File: config.mk
export PLATFORM = sky130hd
export DESIGN_NAME = obc_option_byte_config_decoder
export DESIGN_NICKNAME = d
export VERILOG_FILES = /design/src/obc_pkg.sv /design/src/obc_opt_if.sv /design/src/obc_option_byte_config_decoder.sv /design/src/obc_nv_store.sv /design/src/obc_field_decode.sv
export SDC_FILE = /design/constraint.sdc
export NUM_CORES = 1
export LEC_CHECK = 0
export ABC_CLOCK_PERIOD_IN_PS = 1800
export BUFFER_PORTS_ARGS = -buffer_cell sky130_fd_sc_hd__clkbuf_2
export CORE_ASPECT_RATIO = 0.75
export CORE_MARGIN = 3
export CORE_UTILIZATION = 33
export CTS_CLUSTER_DIAMETER = 150
export DETAILED_ROUTE_END_ITERATION = 8
export MAX_ROUTING_LAYER = met4
export SLEW_MARGIN = 0
export SYNTH_ARGS = -nofsm -noshare
export SYNTH_HDL_FRONTEND = slang
export SYNTH_SLANG_ARGS = --single-unit
File: constraint.sdc
create_clock -name mclk -period 1.8 [get_ports mclk]
set_clock_uncertainty 0.05 [all_clocks]
set_input_delay 0.27 -clock mclk [delete_from_list [all_inputs] [get_ports mclk]]
set_output_delay 0.27 -clock mclk [all_outputs]
set_load 0.02 [all_outputs]
File: src/obc_pkg.sv
// Purpose: Shared constants and types for the option byte configuration decoder.
// Assumes: Two 8-bit option bytes, core clock domain only.
// Notes:   Bit positions, delivered values and cycle counts live here; the assertions and bench repeat some as literals.

package obc_pkg;

    // -------------------------------------------------------------------------
    // Option byte zero field positions
    // -------------------------------------------------------------------------
    localparam int unsigned OB0_HALT_RST_BIT = 7;
    localparam int unsigned OB0_WDG_TYPE_BIT = 6;
    localparam int unsigned OB0_GUARD_N_BIT  = 5;
    localparam int unsigned OB0_VD_HI_BIT    = 4;
    localparam int unsigned OB0_VD_LO_BIT    = 3;
    localparam int unsigned OB0_PROT_N_BIT   = 0;

    // -------------------------------------------------------------------------
    // Option byte one field positions
    // -------------------------------------------------------------------------
    localparam int unsigned OB1_PKG_BIT      = 7;
    localparam int unsigned OB1_RESET_DELAY_SELECT_BIT     = 6;
    localparam int unsigned OB1_OSC_HI_BIT   = 5;
    localparam int unsigned OB1_OSC_LO_BIT   = 4;
    localparam int unsigned OB1_RANGE_HI_BIT = 3;
    localparam int unsigned OB1_RANGE_LO_BIT = 1;
    localparam int unsigned OB1_PLL_OFF_BIT  = 0;

    // -------------------------------------------------------------------------
    // Stored values
    // -------------------------------------------------------------------------
    localparam logic [7:0] OB_ERASED_VAL    = 8'hFF;
    localparam logic [7:0] OB0_DELIVER_VAL  = 8'hE7;
    localparam logic [7:0] OB1_DELIVER_VAL  = 8'hEF;
    localparam logic [7:0] OB0_FACTORY_VAL  = 8'hE7;
    localparam logic [7:0] OB1_FACTORY_VAL  = 8'hEF;
    localparam logic [7:0] OB_READ_IDLE_VAL = 8'h00;

    // -------------------------------------------------------------------------
    // Encodings
    // -------------------------------------------------------------------------
    localparam logic [1:0] VD_OFF       = 2'h3;
    localparam logic [1:0] VD_LOWEST    = 2'h2;
    localparam logic [1:0] VD_MEDIUM    = 2'h1;
    localparam logic [1:0] VD_HIGHEST   = 2'h0;
    localparam logic [1:0] OSC_RESON    = 2'h0;
    localparam logic [1:0] OSC_RESERVED = 2'h1;
    localparam logic [1:0] OSC_RC       = 2'h2;
    localparam logic [1:0] OSC_EXT      = 2'h3;
    localparam logic [2:0] RANGE_2_4MHZ = 3'h1;

    // -------------------------------------------------------------------------
    // Reset phase lengths and pads
    // -------------------------------------------------------------------------
    localparam int unsigned RST_LONG_CYC  = 4096;
    localparam int unsigned RST_SHORT_CYC = 256;
    localparam int unsigned RST_CNT_W     = 13;
    localparam int unsigned PADS_PER_PORT = 8;
    localparam int unsigned PORT_COUNT    = 4;
    localparam int unsigned PAD_COUNT     = PADS_PER_PORT * PORT_COUNT;
    localparam logic [31:0] SMALL_PKG_UNBONDED = 32'hFF00_0000;

    // Decoded configuration carried from the field decoder.
    typedef struct packed {
        logic       halt_rst;
        logic       watchdog_type_sel;
        logic       guard_n;
        logic [1:0] vd_level;
        logic       prot_n;
        logic       pkg;
        logic       reset_delay_select;
        logic [1:0] osc_type;
        logic [2:0] osc_range;
        logic       pll_off;
    } obc_cfg_t;

    // Erase sequencer states.
    typedef enum logic [1:0] {
        OBC_IDLE    = 2'b00,
        OBC_MEM_ERS = 2'b01,
        OBC_OPT_ERS = 2'b10
    } obc_ers_t;

endpackage : obc_pkg

File: src/obc_opt_if.sv
// Purpose: Option bytes, store commands and decoded fields.
// Assumes: All signals in the mclk domain.
// Notes:   Three parties: the store, the field decoder and the controller.

`timescale 1ns/1ns
`default_nettype none

interface obc_opt_if;
    import obc_pkg::*;

    logic [7:0] byte0;
    logic [7:0] byte1;
    logic       wr_en;
    logic       erase_en;
    logic       sel;
    logic [7:0] wdata;
    obc_cfg_t   cfg;

    modport store (input wr_en, erase_en, sel, wdata, output byte0, byte1);
    modport dec   (input byte0, byte1, output cfg);
    modport ctrl  (output wr_en, erase_en, sel, wdata, input byte0, byte1, cfg);
endinterface : obc_opt_if

`default_nettype wire

File: src/obc_option_byte_config_decoder.sv
// Purpose: Captures option bytes at reset and drives the decoded configuration.
// Assumes: Core clock mclk, active-low asynchronous reset rstn.
// Notes:   Programming access needs the programming pin high.
//
// Function
// - Halt entry resets when bit set, watchdog active.
// - Watchdog type: hardware always on, software enabled.
// - Clock guard enabled when its bit is zero.
// - Voltage field: off, lowest, medium, highest threshold.
// - Protection blocks flash access in test, programming.
// - Option erase under protection erases memory first.
// - Package bit: one large, zero small variant.
// - Unbonded pads reset as pulled-up inputs.
// - Reset phase 4096 or 256 cycles, also halt exit.
// - Oscillator field: resonator, reserved, RC, external.
// - Option bytes reachable only in programming mode.
// - Erased option bytes read as all ones.
// - Delivered flash parts use internal RC clock.
// - Mask parts use hard-wired factory values.
// - Range field selects resonator drive or frequency.
// - Doubler enabled at zero, bypassed at one.

`timescale 1ns/1ns
`default_nettype none

module obc_option_byte_config_decoder
    import obc_pkg::*;
#(
    parameter bit MASK_ROM = 1'b0
) (
    input  wire logic        mclk,
    input  wire logic        rstn,
    input  wire logic        nv_por_n,
    input  wire logic        in_circuit_programming,
    input  wire logic        test_mode,
    input  wire logic        prog_wr_en,
    input  wire logic        prog_rd_en,
    input  wire logic        prog_erase,
    input  wire logic        prog_byte_sel,
    input  wire logic [7:0]  prog_wdata,
    input  wire logic        user_mem_erase_done,
    input  wire logic        watchdog_type_sel_enable,
    input  wire logic        halt_entry,
    input  wire logic        halt_exit,
    output logic      [7:0]  prog_rdata_q,
    output logic             prog_busy_q,
    output logic             user_mem_erase_req_q,
    output logic             watchdog_enabled_q,
    output logic             halt_watchdog_reset_q,
    output logic             clock_guard_on_q,
    output logic             low_supply_detector_on_q,
    output logic             aux_supply_detector_on_q,
    output logic      [1:0]  voltage_detect_level_q,
    output logic             flash_access_block_q,
    output logic             package_select_q,
    output logic      [31:0] pad_pullup_lock_q,
    output logic             reset_delay_select_q,
    output logic             cpu_hold_q,
    output logic      [1:0]  osc_source_type_q,
    output logic             osc_reserved_sel_q,
    output logic      [2:0]  osc_freq_range_q,
    output logic             pll_doubler_on_q,
    output logic             cfg_valid_q
);

    // -------------------------------------------------------------------------
    // Option storage and field decode
    // -------------------------------------------------------------------------
    obc_opt_if opt ();

    obc_nv_store #(
        .MASK_ROM (MASK_ROM)
    ) u_store (
        .mclk     (mclk),
        .nv_por_n (nv_por_n),
        .opt      (opt.store)
    );

    obc_field_decode u_decode (
        .opt (opt.dec)
    );

    // -------------------------------------------------------------------------
    // Pin synchronisers
    // -------------------------------------------------------------------------
    logic icp_meta_q;
    logic icp_q;
    logic test_meta_q;
    logic test_q;

    // Programming and test mode pins come from outside the clock domain.
    always_ff @(posedge mclk or negedge rstn) begin
        if (!rstn) begin
            icp_meta_q  <= 1'b0;
            icp_q       <= 1'b0;
            test_meta_q <= 1'b0;
            test_q      <= 1'b0;
        end else begin
            icp_meta_q  <= in_circuit_programming;
            icp_q       <= icp_meta_q;
            test_meta_q <= test_mode;
            test_q      <= test_meta_q;
        end
    end

    // -------------------------------------------------------------------------
    // Configuration capture
    // -------------------------------------------------------------------------
    logic     capture_pending_q;
    obc_cfg_t cfg_q;

    // The bytes are taken on the first edge after reset release and then held.
    always_ff @(posedge mclk or negedge rstn) begin
        if (!rstn) begin
            capture_pending_q <= 1'b1;
            cfg_q             <= '1;
            cfg_valid_q       <= 1'b0;
        end else if (capture_pending_q) begin
            capture_pending_q <= 1'b0;
            cfg_q             <= opt.cfg;
            cfg_valid_q       <= 1'b1;
        end
    end

    // -------------------------------------------------------------------------
    // Programming port and erase sequencer
    // -------------------------------------------------------------------------
    obc_ers_t ers_state_q;
    logic     prog_ok;

    // Accesses from outside are honoured only in programming mode.
    assign prog_ok    = icp_q && (ers_state_q == OBC_IDLE);
    assign opt.sel    = prog_byte_sel;
    assign opt.wdata  = prog_wdata;
    // Reserved bits are stored as written.
    assign opt.wr_en  = prog_ok && prog_wr_en && !prog_erase;
    assign opt.erase_en = (ers_state_q == OBC_OPT_ERS);

    // Erase under live protection wipes user memory before the option bytes.
    always_ff @(posedge mclk or negedge rstn) begin
        if (!rstn) begin
            ers_state_q <= OBC_IDLE;
        end else begin
            unique case (ers_state_q)
                OBC_IDLE: begin
                    if (prog_ok && prog_erase) begin
                        if (!opt.cfg.prot_n) begin
                            ers_state_q <= OBC_MEM_ERS;
                        end else begin
                            ers_state_q <= OBC_OPT_ERS;
                        end
                    end
                end
                OBC_MEM_ERS: begin
                    if (user_mem_erase_done) begin
                        ers_state_q <= OBC_OPT_ERS;
                    end
                end
                OBC_OPT_ERS: begin
                    ers_state_q <= OBC_IDLE;
                end
                default: begin
                    ers_state_q <= OBC_IDLE;
                end
            endcase
        end
    end

    // Erase request to the user memory and busy flag for the programmer.
    always_ff @(posedge mclk or negedge rstn) begin
        if (!rstn) begin
            user_mem_erase_req_q <= 1'b0;
            prog_busy_q          <= 1'b0;
        end else begin
            user_mem_erase_req_q <= (ers_state_q == OBC_IDLE) && prog_ok && prog_erase
                                    && !opt.cfg.prot_n;
            prog_busy_q          <= (ers_state_q != OBC_IDLE)
                                    || (prog_ok && prog_erase);
        end
    end

    // Read data: the stored byte in programming mode, zero otherwise.
    always_ff @(posedge mclk or negedge rstn) begin
        if (!rstn) begin
            prog_rdata_q <= OB_READ_IDLE_VAL;
        end else if (prog_ok && prog_rd_en) begin
            prog_rdata_q <= prog_byte_sel ? opt.byte1 : opt.byte0;
        end else if (!icp_q) begin
            prog_rdata_q <= OB_READ_IDLE_VAL;
        end
    end

    // -------------------------------------------------------------------------
    // Watchdog and halt handling
    // -------------------------------------------------------------------------
    logic wdg_active;

    assign wdg_active = !cfg_q.watchdog_type_sel || watchdog_type_sel_enable;

    // Watchdog enable level and halt-entry reset pulse.
    always_ff @(posedge mclk or negedge rstn) begin
        if (!rstn) begin
            watchdog_enabled_q    <= 1'b0;
            halt_watchdog_reset_q <= 1'b0;
        end else begin
            watchdog_enabled_q    <= cfg_valid_q && wdg_active;
            halt_watchdog_reset_q <= cfg_valid_q && halt_entry && wdg_active
                                     && cfg_q.halt_rst;
        end
    end

    // -------------------------------------------------------------------------
    // Clock guard, supply detection and protection
    // -------------------------------------------------------------------------
    always_ff @(posedge mclk or negedge rstn) begin
        if (!rstn) begin
            clock_guard_on_q         <= 1'b0;
            low_supply_detector_on_q <= 1'b0;
            aux_supply_detector_on_q <= 1'b0;
            voltage_detect_level_q   <= VD_OFF;
        end else begin
            clock_guard_on_q         <= cfg_valid_q && !cfg_q.guard_n;
            low_supply_detector_on_q <= cfg_valid_q && (cfg_q.vd_level != VD_OFF);
            aux_supply_detector_on_q <= cfg_valid_q && (cfg_q.vd_level != VD_OFF);
            voltage_detect_level_q   <= cfg_q.vd_level;
        end
    end

    // Flash access is blocked in test and programming modes when protected.
    always_ff @(posedge mclk or negedge rstn) begin
        if (!rstn) begin
            flash_access_block_q <= 1'b1;
        end else begin
            flash_access_block_q <= !cfg_q.prot_n && (icp_q || test_q);
        end
    end

    // -------------------------------------------------------------------------
    // Package and unbonded pads
    // -------------------------------------------------------------------------
    always_ff @(posedge mclk or negedge rstn) begin
        if (!rstn) begin
            package_select_q <= 1'b1;
        end else begin
            package_select_q <= cfg_q.pkg;
        end
    end

    // Each pad left unbonded in the small package is locked as pulled-up input.
    genvar pad;
    generate
        for (pad = 0; pad < PAD_COUNT; pad++) begin : g_pad
            always_ff @(posedge mclk or negedge rstn) begin
                if (!rstn) begin
                    pad_pullup_lock_q[pad] <= 1'b1;
                end else begin
                    pad_pullup_lock_q[pad] <= !cfg_q.pkg
                                              && SMALL_PKG_UNBONDED[pad];
                end
            end
        end
    endgenerate

    // -------------------------------------------------------------------------
    // Reset phase and halt exit delay
    // -------------------------------------------------------------------------
    logic [RST_CNT_W-1:0] dly_cnt_q;
    logic [RST_CNT_W-1:0] dly_len;

    // Long phase suits resonators.
    assign dly_len   = cfg_q.reset_delay_select ? RST_CNT_W'(RST_SHORT_CYC) : RST_CNT_W'(RST_LONG_CYC);

    // The CPU is held for the selected count after reset and after halt exit.
    always_ff @(posedge mclk or negedge rstn) begin
        if (!rstn) begin
            dly_cnt_q  <= '0;
            cpu_hold_q <= 1'b1;
        end else if (capture_pending_q || (cfg_valid_q && halt_exit)) begin
            dly_cnt_q  <= '0;
            cpu_hold_q <= 1'b1;
        end else if (cpu_hold_q) begin
            if (dly_cnt_q == dly_len - RST_CNT_W'(1)) begin
                cpu_hold_q <= 1'b0;
            end else begin
                dly_cnt_q <= dly_cnt_q + RST_CNT_W'(1);
            end
        end
    end

    // -------------------------------------------------------------------------
    // Clock source selection
    // -------------------------------------------------------------------------
    always_ff @(posedge mclk or negedge rstn) begin
        if (!rstn) begin
            reset_delay_select_q <= 1'b0;
            osc_source_type_q    <= OSC_RC;
            osc_reserved_sel_q   <= 1'b0;
            osc_freq_range_q     <= '1;
            pll_doubler_on_q     <= 1'b0;
        end else begin
            reset_delay_select_q <= cfg_q.reset_delay_select;
            osc_source_type_q    <= cfg_q.osc_type;
            osc_reserved_sel_q   <= (cfg_q.osc_type == OSC_RESERVED);
            osc_freq_range_q     <= cfg_q.osc_range;
            // Range misuse is the configurer's fault.
            pll_doubler_on_q     <= cfg_valid_q && !cfg_q.pll_off;
        end
    end

endmodule : obc_option_byte_config_decoder

`default_nettype wire

File: src/obc_nv_store.sv
// Purpose: Holds the two option bytes, or the factory values on mask parts.
// Assumes: nv_por_n is not the system reset.
// Notes:   System reset leaves the stored bytes untouched.

`timescale 1ns/1ns
`default_nettype none

module obc_nv_store
    import obc_pkg::*;
#(
    parameter bit MASK_ROM = 1'b0
) (
    input  wire logic  mclk,
    input  wire logic  nv_por_n,
    obc_opt_if.store   opt
);

    logic [7:0] byte0_q;
    logic [7:0] byte1_q;

    // Delivered parts start with the internal RC source; erase writes all ones.
    always_ff @(posedge mclk or negedge nv_por_n) begin
        if (!nv_por_n) begin
            byte0_q <= OB0_DELIVER_VAL;
            byte1_q <= OB1_DELIVER_VAL;
        end else if (opt.erase_en) begin
            byte0_q <= OB_ERASED_VAL;
            byte1_q <= OB_ERASED_VAL;
        end else if (opt.wr_en && !opt.sel) begin
            byte0_q <= opt.wdata;
        end else if (opt.wr_en && opt.sel) begin
            byte1_q <= opt.wdata;
        end
    end

    // Mask parts ignore the stored bytes and present the factory code.
    assign opt.byte0 = MASK_ROM ? OB0_FACTORY_VAL : byte0_q;
    assign opt.byte1 = MASK_ROM ? OB1_FACTORY_VAL : byte1_q;

endmodule : obc_nv_store

`default_nettype wire

File: src/obc_field_decode.sv
// Purpose: Splits the two option bytes into named configuration fields.
// Assumes: Stable bytes.
// Notes:   Combinational only.

`timescale 1ns/1ns
`default_nettype none

module obc_field_decode
    import obc_pkg::*;
(
    obc_opt_if.dec opt
);

    // Field extraction from both bytes.
    always_comb begin
        opt.cfg.halt_rst  = opt.byte0[OB0_HALT_RST_BIT];
        opt.cfg.watchdog_type_sel    = opt.byte0[OB0_WDG_TYPE_BIT];
        opt.cfg.guard_n   = opt.byte0[OB0_GUARD_N_BIT];
        opt.cfg.vd_level  = opt.byte0[OB0_VD_HI_BIT:OB0_VD_LO_BIT];
        opt.cfg.prot_n    = opt.byte0[OB0_PROT_N_BIT];
        opt.cfg.pkg       = opt.byte1[OB1_PKG_BIT];
        opt.cfg.reset_delay_select      = opt.byte1[OB1_RESET_DELAY_SELECT_BIT];
        opt.cfg.osc_type  = opt.byte1[OB1_OSC_HI_BIT:OB1_OSC_LO_BIT];
        opt.cfg.osc_range = opt.byte1[OB1_RANGE_HI_BIT:OB1_RANGE_LO_BIT];
        opt.cfg.pll_off   = opt.byte1[OB1_PLL_OFF_BIT];
    end

endmodule : obc_field_decode

`default_nettype wire

==> results of run 1 <==
-- worst max-delay path, cell delays in order, from the launching register on --
cell	delay, ns
dfrtp_1	0.38
or3b_4	0.41
nor4b_4	0.28
buf_6	0.19
mux2i_1	0.19
nand2_1	0.07
-- sequential cells by signal (all words and copies together), names as in the netlist, 2 cells and up --
name                    count
cfg_q                      14
dly_cnt_q                  13
prog_rdata_q                8
u_store.opt.byte0           8
u_store.opt.byte1           8
osc_freq_range_q            3
ers_state_q                 2
osc_source_type_q           2
pad_pullup_lock_q           2
voltage_detect_level_q      2
-- logic make-up (layout without fill, tap and decap cells) --
logic type | count (synthesis) | count (layout) | synth area share [%]
compound gates | 35 | 35 | 6.337
fa+ha+maj | 1 | 1 | 0.3641
buf+inv | 46 | 116 | 8.958
flops | 79 | 79 | 58.92
mux | 43 | 43 | 13.00
other cells | 1 | 1 | 0.1091
simple gates | 82 | 82 | 12.31
-- cells in the mapped netlist (2+ instances only) --
library cell / number / share of area, %
dfrtp_1: 41 / 30
dfstp_2: 38 / 29
buf_4: 33 / 7.2
nand2_1: 32 / 3.5
mux2i_1: 30 / 8.7
o21ai_0: 14 / 2.0
mux2_2: 13 / 4.3
nand3_1: 12 / 1.7
nor2_1: 7 / 0.76
nand2b_1: 6 / 1.1
a21oi_1: 5 / 0.73
and3_1: 5 / 0.91
clkbuf_1: 5 / 0.55
nor2b_1: 4 / 0.73
a311oi_1: 3 / 0.76
a31oi_1: 3 / 0.55
and4_1: 3 / 0.76
buf_2: 3 / 0.44
inv_1: 3 / 0.33
nor3b_1: 3 / 0.66
or4_1: 3 / 0.66
a21boi_0: 2 / 0.44
a21o_1: 2 / 0.44
nand4_1: 2 / 0.36
o31ai_1: 2 / 0.44
-- routing by layer --
metal | wire (um) | global-route usage (%) | part of all wire [%]
met2 | 3000 | 18.71 | 44
met1 | 3256 | 17.20 | 48
met5 | 0 | - | 0
met3 | 415 | 4.371 | 6.1
met4 | 91 | 3.871 | 1.3
-- worst paths after layout --
kind	start	end	slack (ns)	depth (start not counted)
min in group asynchronous	nv_por_n	u_store.opt.byte0[3]	0.36	2
min	watchdog_type_sel_enable	watchdog_enabled_q	0.11	2
max	ers_state_q[1]	u_store.opt.byte0[4]	0.08	5
min reg2reg	icp_meta_q	icp_q	0.30	0
max reg2reg	ers_state_q[1]	u_store.opt.byte0[4]	0.08	5
max in group asynchronous	rstn	cpu_hold_q	0.94	3
-- per-stage QoR --
step	setup slack, ns	hold WS, ns	cells	setup TNS (ns)	power, mW
2_1_floorplan	0.04156	-0.07559	287	0	2.794
3_3_place_gp	0.09802	0.1653	469	0	3.044
3_5_place_dp	0.04979	0.1712	469	0	3.061
4_1_cts	0.03602	0.1074	489	0	4.991
5_1_grt	-0.04492	0.1092	489	-0.08514	5.193
6_report	0.07870	0.1124	489	0	4.940
-- repair_timing --
| item | 4_1_cts | 5_1_grt |
|---|---|---|
| setup buffers | 0 | 0 |
| endpoints found under the setup margin | 0 | 39 |
| hold endpoints to repair | 43 | 0 |
| hold buffers | 4 | 0 |
| gates resized for setup | 0 | 6 |
-- layout by cell type, fill, tap and decap left out, types with 5 or more instances in the layout --
| master | netlist | routed |
|---|---|---|
| nor2_1 | 7 | 7 |
| buf_4 | 33 | 9 |
| nand3_1 | 12 | 12 |
| mux2_2 | 13 | 13 |
| o21ai_0 | 14 | 14 |
| clkbuf_16 | 0 | 9 |
| dfrtp_1 | 41 | 41 |
| dfstp_2 | 38 | 38 |
| mux2i_1 | 30 | 30 |
| nand2_1 | 32 | 32 |
| clkbuf_2 | 0 | 81 |
| and3_1 | 5 | 5 |
| nand2b_1 | 6 | 6 |
-- report_power, final --
part,switching [mW],internal [mW],leakage (nW)
Combinational,0.531,0.305,0.858
Sequential,0.123,2.07,0.914
Clock,0.700,1.21,0.148
Total,1.35,3.59,1.92
-- layout make-up --
| cell class | count | share of cell area, % |
|---|---|---|
| Clock buffer | 10 | 5.456 |
| Clock inverter | 6 | 2.027 |
| Inverter | 3 | 0.2683 |
| Multi-Input combinational cell | 162 | 26.83 |
| Sequential cell | 79 | 48.24 |
| Tap cell | 132 | 3.936 |
| Timing Repair Buffer | 97 | 13.24 |
==> impl_table.tex, run 1 <==
\begin{tabular}{lr}
\hline
Metric & Value \\
\hline
\multicolumn{2}{l}{\textbf{Run status}} \\
Run status & finished clean \\
\multicolumn{2}{l}{\textbf{Drt}} \\
Number of nets with antenna violations after detailed routing & 0 \\
Residual DRC count & 0 \\
Routed Wire Length & 6763 um \\
Average wire per cell in the routed design & 13.83 um \\
Total vias in the final route & 2241 \\
Number of DRC markers in iteration 0 & 97 \\
Total iterations of the first detailed-routing run & 4 \\
Post-detailed-route via-to-cell ratio & 4.583 \\
\multicolumn{2}{l}{\textbf{Global routing}} \\
GRT Total Usage & 12.92\% \\
First-pass GRT wire length & 11160 um \\
Vias in the first global route & 2139 \\
Overflow left after global routing & 0 \\
Initial antenna violation count & 0 \\
Largest net degree at the start of global routing & 64 \\
\multicolumn{2}{l}{\textbf{Worst setup path}} \\
Worst setup EP type & flop \\
Data arrival time of the critical path & 1.85 ns \\
Largest fanout of any net on the critical path & 8 \\
Data required time of the critical path & 1.93 ns \\
Category of the critical setup timing path & reg -> reg \\
Critical path launch point type & flop \\
\multicolumn{2}{l}{\textbf{Timing}} \\
Transition at the pin with the smallest max-transition slack & 0.6281 ns \\
Setup-failing EPs final & 0 \\
Portion of the clock cycle consumed by the worst path in the final layout & 95.63\% \\
Time the final worst path needs with I/O delays and setup & 1.721 ns \\
Unrepaired setup endpoints after global routing & true \\
Slew Viols, Final & 0 \\
Slew HR & 58.13\% \\
Hold Violations, Final & 0 \\
Top achievable clock speed & 581.0 MHz \\
\multicolumn{2}{l}{\textbf{Clock tree}} \\
TritonCTS clock tree & done \\
Reg clk slew, reported paths & 0.06 ns \\
CTS Root Buffer Type & clkbuf\_16 \\
Number of sinks on the clock net & 79 \\
Num CTS Buffers & 9 \\
Maximum buffer depth of the clock tree & 2 \\
Worst skew pair latency & 0.33 ns \\
Maximum level of the CTS H-tree & 3 \\
\multicolumn{2}{l}{\textbf{Floorplan}} \\
Initial core utilization & 34.74\% \\
Die area & 11680 sq um \\
DIE HEIGHT & 94.37 um \\
Core area & 9891 sq um \\
Number of top-level pins & 82 \\
Overall die width & 123.8 um \\
Cell Rows & 31 \\
\multicolumn{2}{l}{\textbf{Power and ir drop}} \\
Power density over cell area & 1177 nW/um\^{}2 \\
Max rail drop VDD & 0.7261 mV \\
Leakage power total & 1.921 nW \\
\multicolumn{2}{l}{\textbf{Logic synthesis}} \\
Number of library cell types mapped by synthesis & 38 \\
Number of flops mapped to enable cells by yosys & 0 \\
Primary flip-flop cell chosen by synthesis mapping & dfrtp\_1 \\
Yosys warns & 0 \\
Mapped Area & 3436 sq um \\
Mapped Nets & 309 \\
\#FFs+latches synth & 79 \\
Ys async rst share & 100.0\% \\
Sequential element share of the synthesized area & 58.92\% \\
Average cell area after synthesis & 11.97 sq um \\
Number of instances in the synthesized netlist & 287 \\
\multicolumn{2}{l}{\textbf{Final layout}} \\
Final non-filler cell area & 4197 sq um \\
Register area & 2024 sq um \\
Number of filler cells placed in the layout & 918 \\
Fraction of final layout cells with drive strength greater than 1 & 45.94\% \\
Utilization of the core after routing & 42.43\% \\
Total number of nets in the final design & 374 \\
Area added between synthesis and finish & 22.14\% \\
Area occupied by multi-input gates & 1126 sq um \\
Ant. Diodes & 0 \\
\multicolumn{2}{l}{\textbf{Min path}} \\
Type of the most critical hold path & in -> reg \\
\multicolumn{2}{l}{\textbf{Placed design}} \\
Final weighted congestion in routability-driven placement & 0.7585 \\
DP Area & 3819 sq um \\
HPWL after detailed placement & 4771 um \\
Number of port buffers & 81 \\
\multicolumn{2}{l}{\textbf{Run}} \\
Number of violations of the max-capacitance limit & 0 \\
\hline
\end{tabular}
Power figures use the tool's default switching activity.
==> run 2, diff against run 1 <==
--- a/config.mk
+++ b/config.mk
@@ -7,7 +7,7 @@
 export LEC_CHECK = 0
 export ABC_CLOCK_PERIOD_IN_PS = 1800
 export BUFFER_PORTS_ARGS = -buffer_cell sky130_fd_sc_hd__clkbuf_2
-export CORE_ASPECT_RATIO = 0.75
+export CORE_ASPECT_RATIO = 0.9
 export CORE_MARGIN = 3
 export CORE_UTILIZATION = 33
 export CTS_CLUSTER_DIAMETER = 150
==> impl_table.tex, run 2 (synthesis gave the netlist of run 1 again) <==
\begin{tabular}{lr}
\hline
Metric & Value \\
\hline
\multicolumn{2}{l}{\textbf{Global routing}} \\
GRT Total Usage & 12.23\% (-0.69 points) \\
Met1 global-route usage & 15.44\% (-1.8 points) \\
GR Layer Usage met3 & 3.815\% (-0.56 points) \\
Largest net degree at the start of global routing & 49 (-23\%) \\
GR peak layer & met2 \\
Met2 demand-to-capacity share in global routing & 19.15\% (+0.44 points) \\
Overflow left after global routing & 0 (unchanged) \\
First-pass GRT wire length & 10790 um (-3.3\%) \\
Vias in the first global route & 2189 (+2.3\%) \\
Initial antenna violation count & 0 (unchanged) \\
\multicolumn{2}{l}{\textbf{Floorplan}} \\
Die area & 11670 sq um (about the same) \\
Cell Rows & 34 (+9.7\%) \\
Initial core utilization & 34.66\% (-0.075 points) \\
Number of top-level pins & 82 (unchanged) \\
Core area & 9912 sq um (+0.22\%) \\
DIE HEIGHT & 102.8 um (+8.9\%) \\
Overall die width & 113.6 um (-8.3\%) \\
\multicolumn{2}{l}{\textbf{Power and ir drop}} \\
Leakage power total & 1.918 nW (-0.11\%) \\
Power density over cell area & 1186 nW/um\^{}2 (+0.77\%) \\
Max rail drop VDD & 0.4701 mV (-35\%) \\
\multicolumn{2}{l}{\textbf{Worst setup path}} \\
Critical path launch point type & flop \\
Setup crit start & dly\_cnt\_q[8] \\
Origin of the critical flop-to-flop path & dly\_cnt\_q[8] \\
Worst setup EP type & flop \\
Path depth of the worst reg2reg path & 4 (-1) \\
Data arrival time of the critical path & 1.95 ns (+0.10 ns) \\
Category of the critical setup timing path & reg -> reg \\
Data required time of the critical path & 2.01 ns (+0.08 ns) \\
Largest fanout of any net on the critical path & 10 (+2) \\
\multicolumn{2}{l}{\textbf{Clock tree}} \\
TritonCTS clock tree & done \\
Reg clk slew, reported paths & 0.06 ns (about the same) \\
Worst skew pair latency & 0.33 ns (about the same) \\
CTS Root Buffer Type & clkbuf\_16 \\
Maximum level of the CTS H-tree & 3 (unchanged) \\
Maximum buffer depth of the clock tree & 2 (unchanged) \\
Num CTS Buffers & 9 (unchanged) \\
Number of sinks on the clock net & 79 (unchanged) \\
\multicolumn{2}{l}{\textbf{Timing}} \\
Hold Violations, Final & 0 (unchanged) \\
Slew HR & 60.89\% (+2.8 points) \\
Setup Total Neg Slack & 0 ns (unchanged) \\
Portion of the clock cycle consumed by the worst path in the final layout & 96.99\% (+1.4 points) \\
Setup-failing EPs final & 0 (unchanged) \\
Transition at the pin with the smallest max-transition slack & 0.5867 ns (-0.04135 ns) \\
Slew Viols, Final & 0 (unchanged) \\
Top achievable clock speed & 572.8 MHz (-1.4\%) \\
Time the final worst path needs with I/O delays and setup & 1.746 ns (+0.02457 ns) \\
Worst setup margin & 0.05413 ns (-0.02457 ns) \\
\multicolumn{2}{l}{\textbf{Placed design}} \\
Pre-CTS setup slack & 0.06491 ns (+0.01512 ns) \\
Final weighted congestion in routability-driven placement & 0.8275 (+9.1\%) \\
Number of port buffers & 81 (unchanged) \\
HPWL after detailed placement & 4814 um (+0.91\%) \\
Placed insts & 461 (-1.7\%) \\
\multicolumn{2}{l}{\textbf{Final layout}} \\
Area occupied by multi-input gates & 1124 sq um (-0.22\%) \\
Utilization of the core after routing & 42.30\% (-0.13 points) \\
Register name with the most flops & cfg\_q \\
Largest registers & cfg\_q: 14 flops, dly\_cnt\_q: 13 flops \\
Register area & 2024 sq um (unchanged) \\
Ant. Diodes & 0 (unchanged) \\
Number of filler cells placed in the layout & 939 (+2.3\%) \\
Most common cell after layout, fill and taps aside & clkbuf\_2 \\
Fraction of final layout cells with drive strength greater than 1 & 46.07\% (+0.13 points) \\
Flip-flop count of the largest register after layout & 14 (unchanged) \\
Most used cells in the layout excluding fill and tap cells & clkbuf\_2 (81), dfrtp\_1 (41), dfstp\_2 (38) \\
Final Instance Count excl. Fillers & 482 (-1.4\%) \\
Total number of nets in the final design & 373 (-0.27\%) \\
Area added between synthesis and finish & 22.03\% (about the same) \\
\multicolumn{2}{l}{\textbf{Run status}} \\
Run status & finished clean \\
\multicolumn{2}{l}{\textbf{Drt}} \\
Total vias in the final route & 2254 (+0.58\%) \\
Average wire per cell in the routed design & 14.17 um (+2.5\%) \\
Number of DRC markers in iteration 0 & 84 (-13\%) \\
Total iterations of the first detailed-routing run & 5 (+1) \\
Number of nets with antenna violations after detailed routing & 0 (unchanged) \\
Routed Wire Length & 6832 um (+1.0\%) \\
Residual DRC count & 0 (unchanged) \\
Post-detailed-route via-to-cell ratio & 4.676 (+2.0\%) \\
\multicolumn{2}{l}{\textbf{Min path}} \\
Source of the worst hold timing path & watchdog\_type\_sel\_enable \\
Type of the most critical hold path & in -> reg \\
Hold-critical path depth & 2 (unchanged) \\
\multicolumn{2}{l}{\textbf{Run}} \\
Number of violations of the max-capacitance limit & 0 (unchanged) \\
\hline
\end{tabular}
[run 2: changes by cell type in the layout (fill, tap and decap cells not counted)]
cell,change
a311oi_1,-1
a311oi_2,+1
buf_12,+1
buf_6,-2
clkinv_2,-2
clkinv_4,+2
clkinvlp_4,-1
inv_6,+1
nor4b_2,+1
nor4b_4,-1
[run 2: cell type report]
type,instances,share of cell area (%)
Tap cell,126,3.760
Clock inverter,6,2.238
Multi-Input combinational cell,162,26.80
Inverter,3,0.2686
Sequential cell,79,48.28
Clock buffer,10,5.461
Timing Repair Buffer,96,13.19
[run 2: repair_timing]
action / 4_1_cts / 5_1_grt
pin swaps: 0 / 1
hold buffers: 4 / 0
endpoints found under the setup margin: 12 / 24
resized for setup: 3 / 4
cloned: 0 / 0
buffers inserted: 0 / 1
hold endpoints to repair: 16 / 0
[run 2: worst paths after layout]
| kind | endpoint | slack, ns |
|---|---|---|
| setup / recovery | dly_cnt_q[10] | 0.05 |
| hold / removal | watchdog_enabled_q | 0.11 |
| setup reg to reg | dly_cnt_q[10] | 0.05 |
| hold reg to reg | icp_q | 0.30 |
| max in group asynchronous | cfg_q[8] | 0.69 |
| min in group asynchronous | u_store.opt.byte0[3] | 0.35 |
[run 2: metal layers]
metal,share of wire [%],up-vias,routed length [um]
met3,5.5,7,376
met4,1.2,0,82
met5,0,-,0
met2,47,73,3214
met1,46,1076,3158
li1,-,1098,-
[run 2: critical path, cell delays in order, from the launching register on]
cell and delay [ns]:
dfrtp_1 0.43, and3_1 0.25, a22o_2 0.30, or4_1 0.48
a21oi_1 0.15
[run 2: report_power, final]
group	switching, mW	leakage [nW]	internal (mW)	total (mW)
Sequential	0.125	0.914	2.07	2.20
Clock	0.722	0.153	1.22	1.95
Combinational	0.527	0.851	0.304	0.831
[run 2: per-stage QoR]
| step | instance area (sq um) | hold slack (ns) | power (mW) |
|---|---|---|---|
| finish | 4193 | 0.1119 | 4.973 |
| global route | 4193 | 0.1079 | 5.199 |
| CTS | 4172 | 0.1044 | 5.036 |
| detailed placement | 3796 | 0.1677 | 3.056 |
| global placement | 3796 | 0.1649 | 3.041 |
| floorplan | 3436 | -0.07559 | 2.794 |
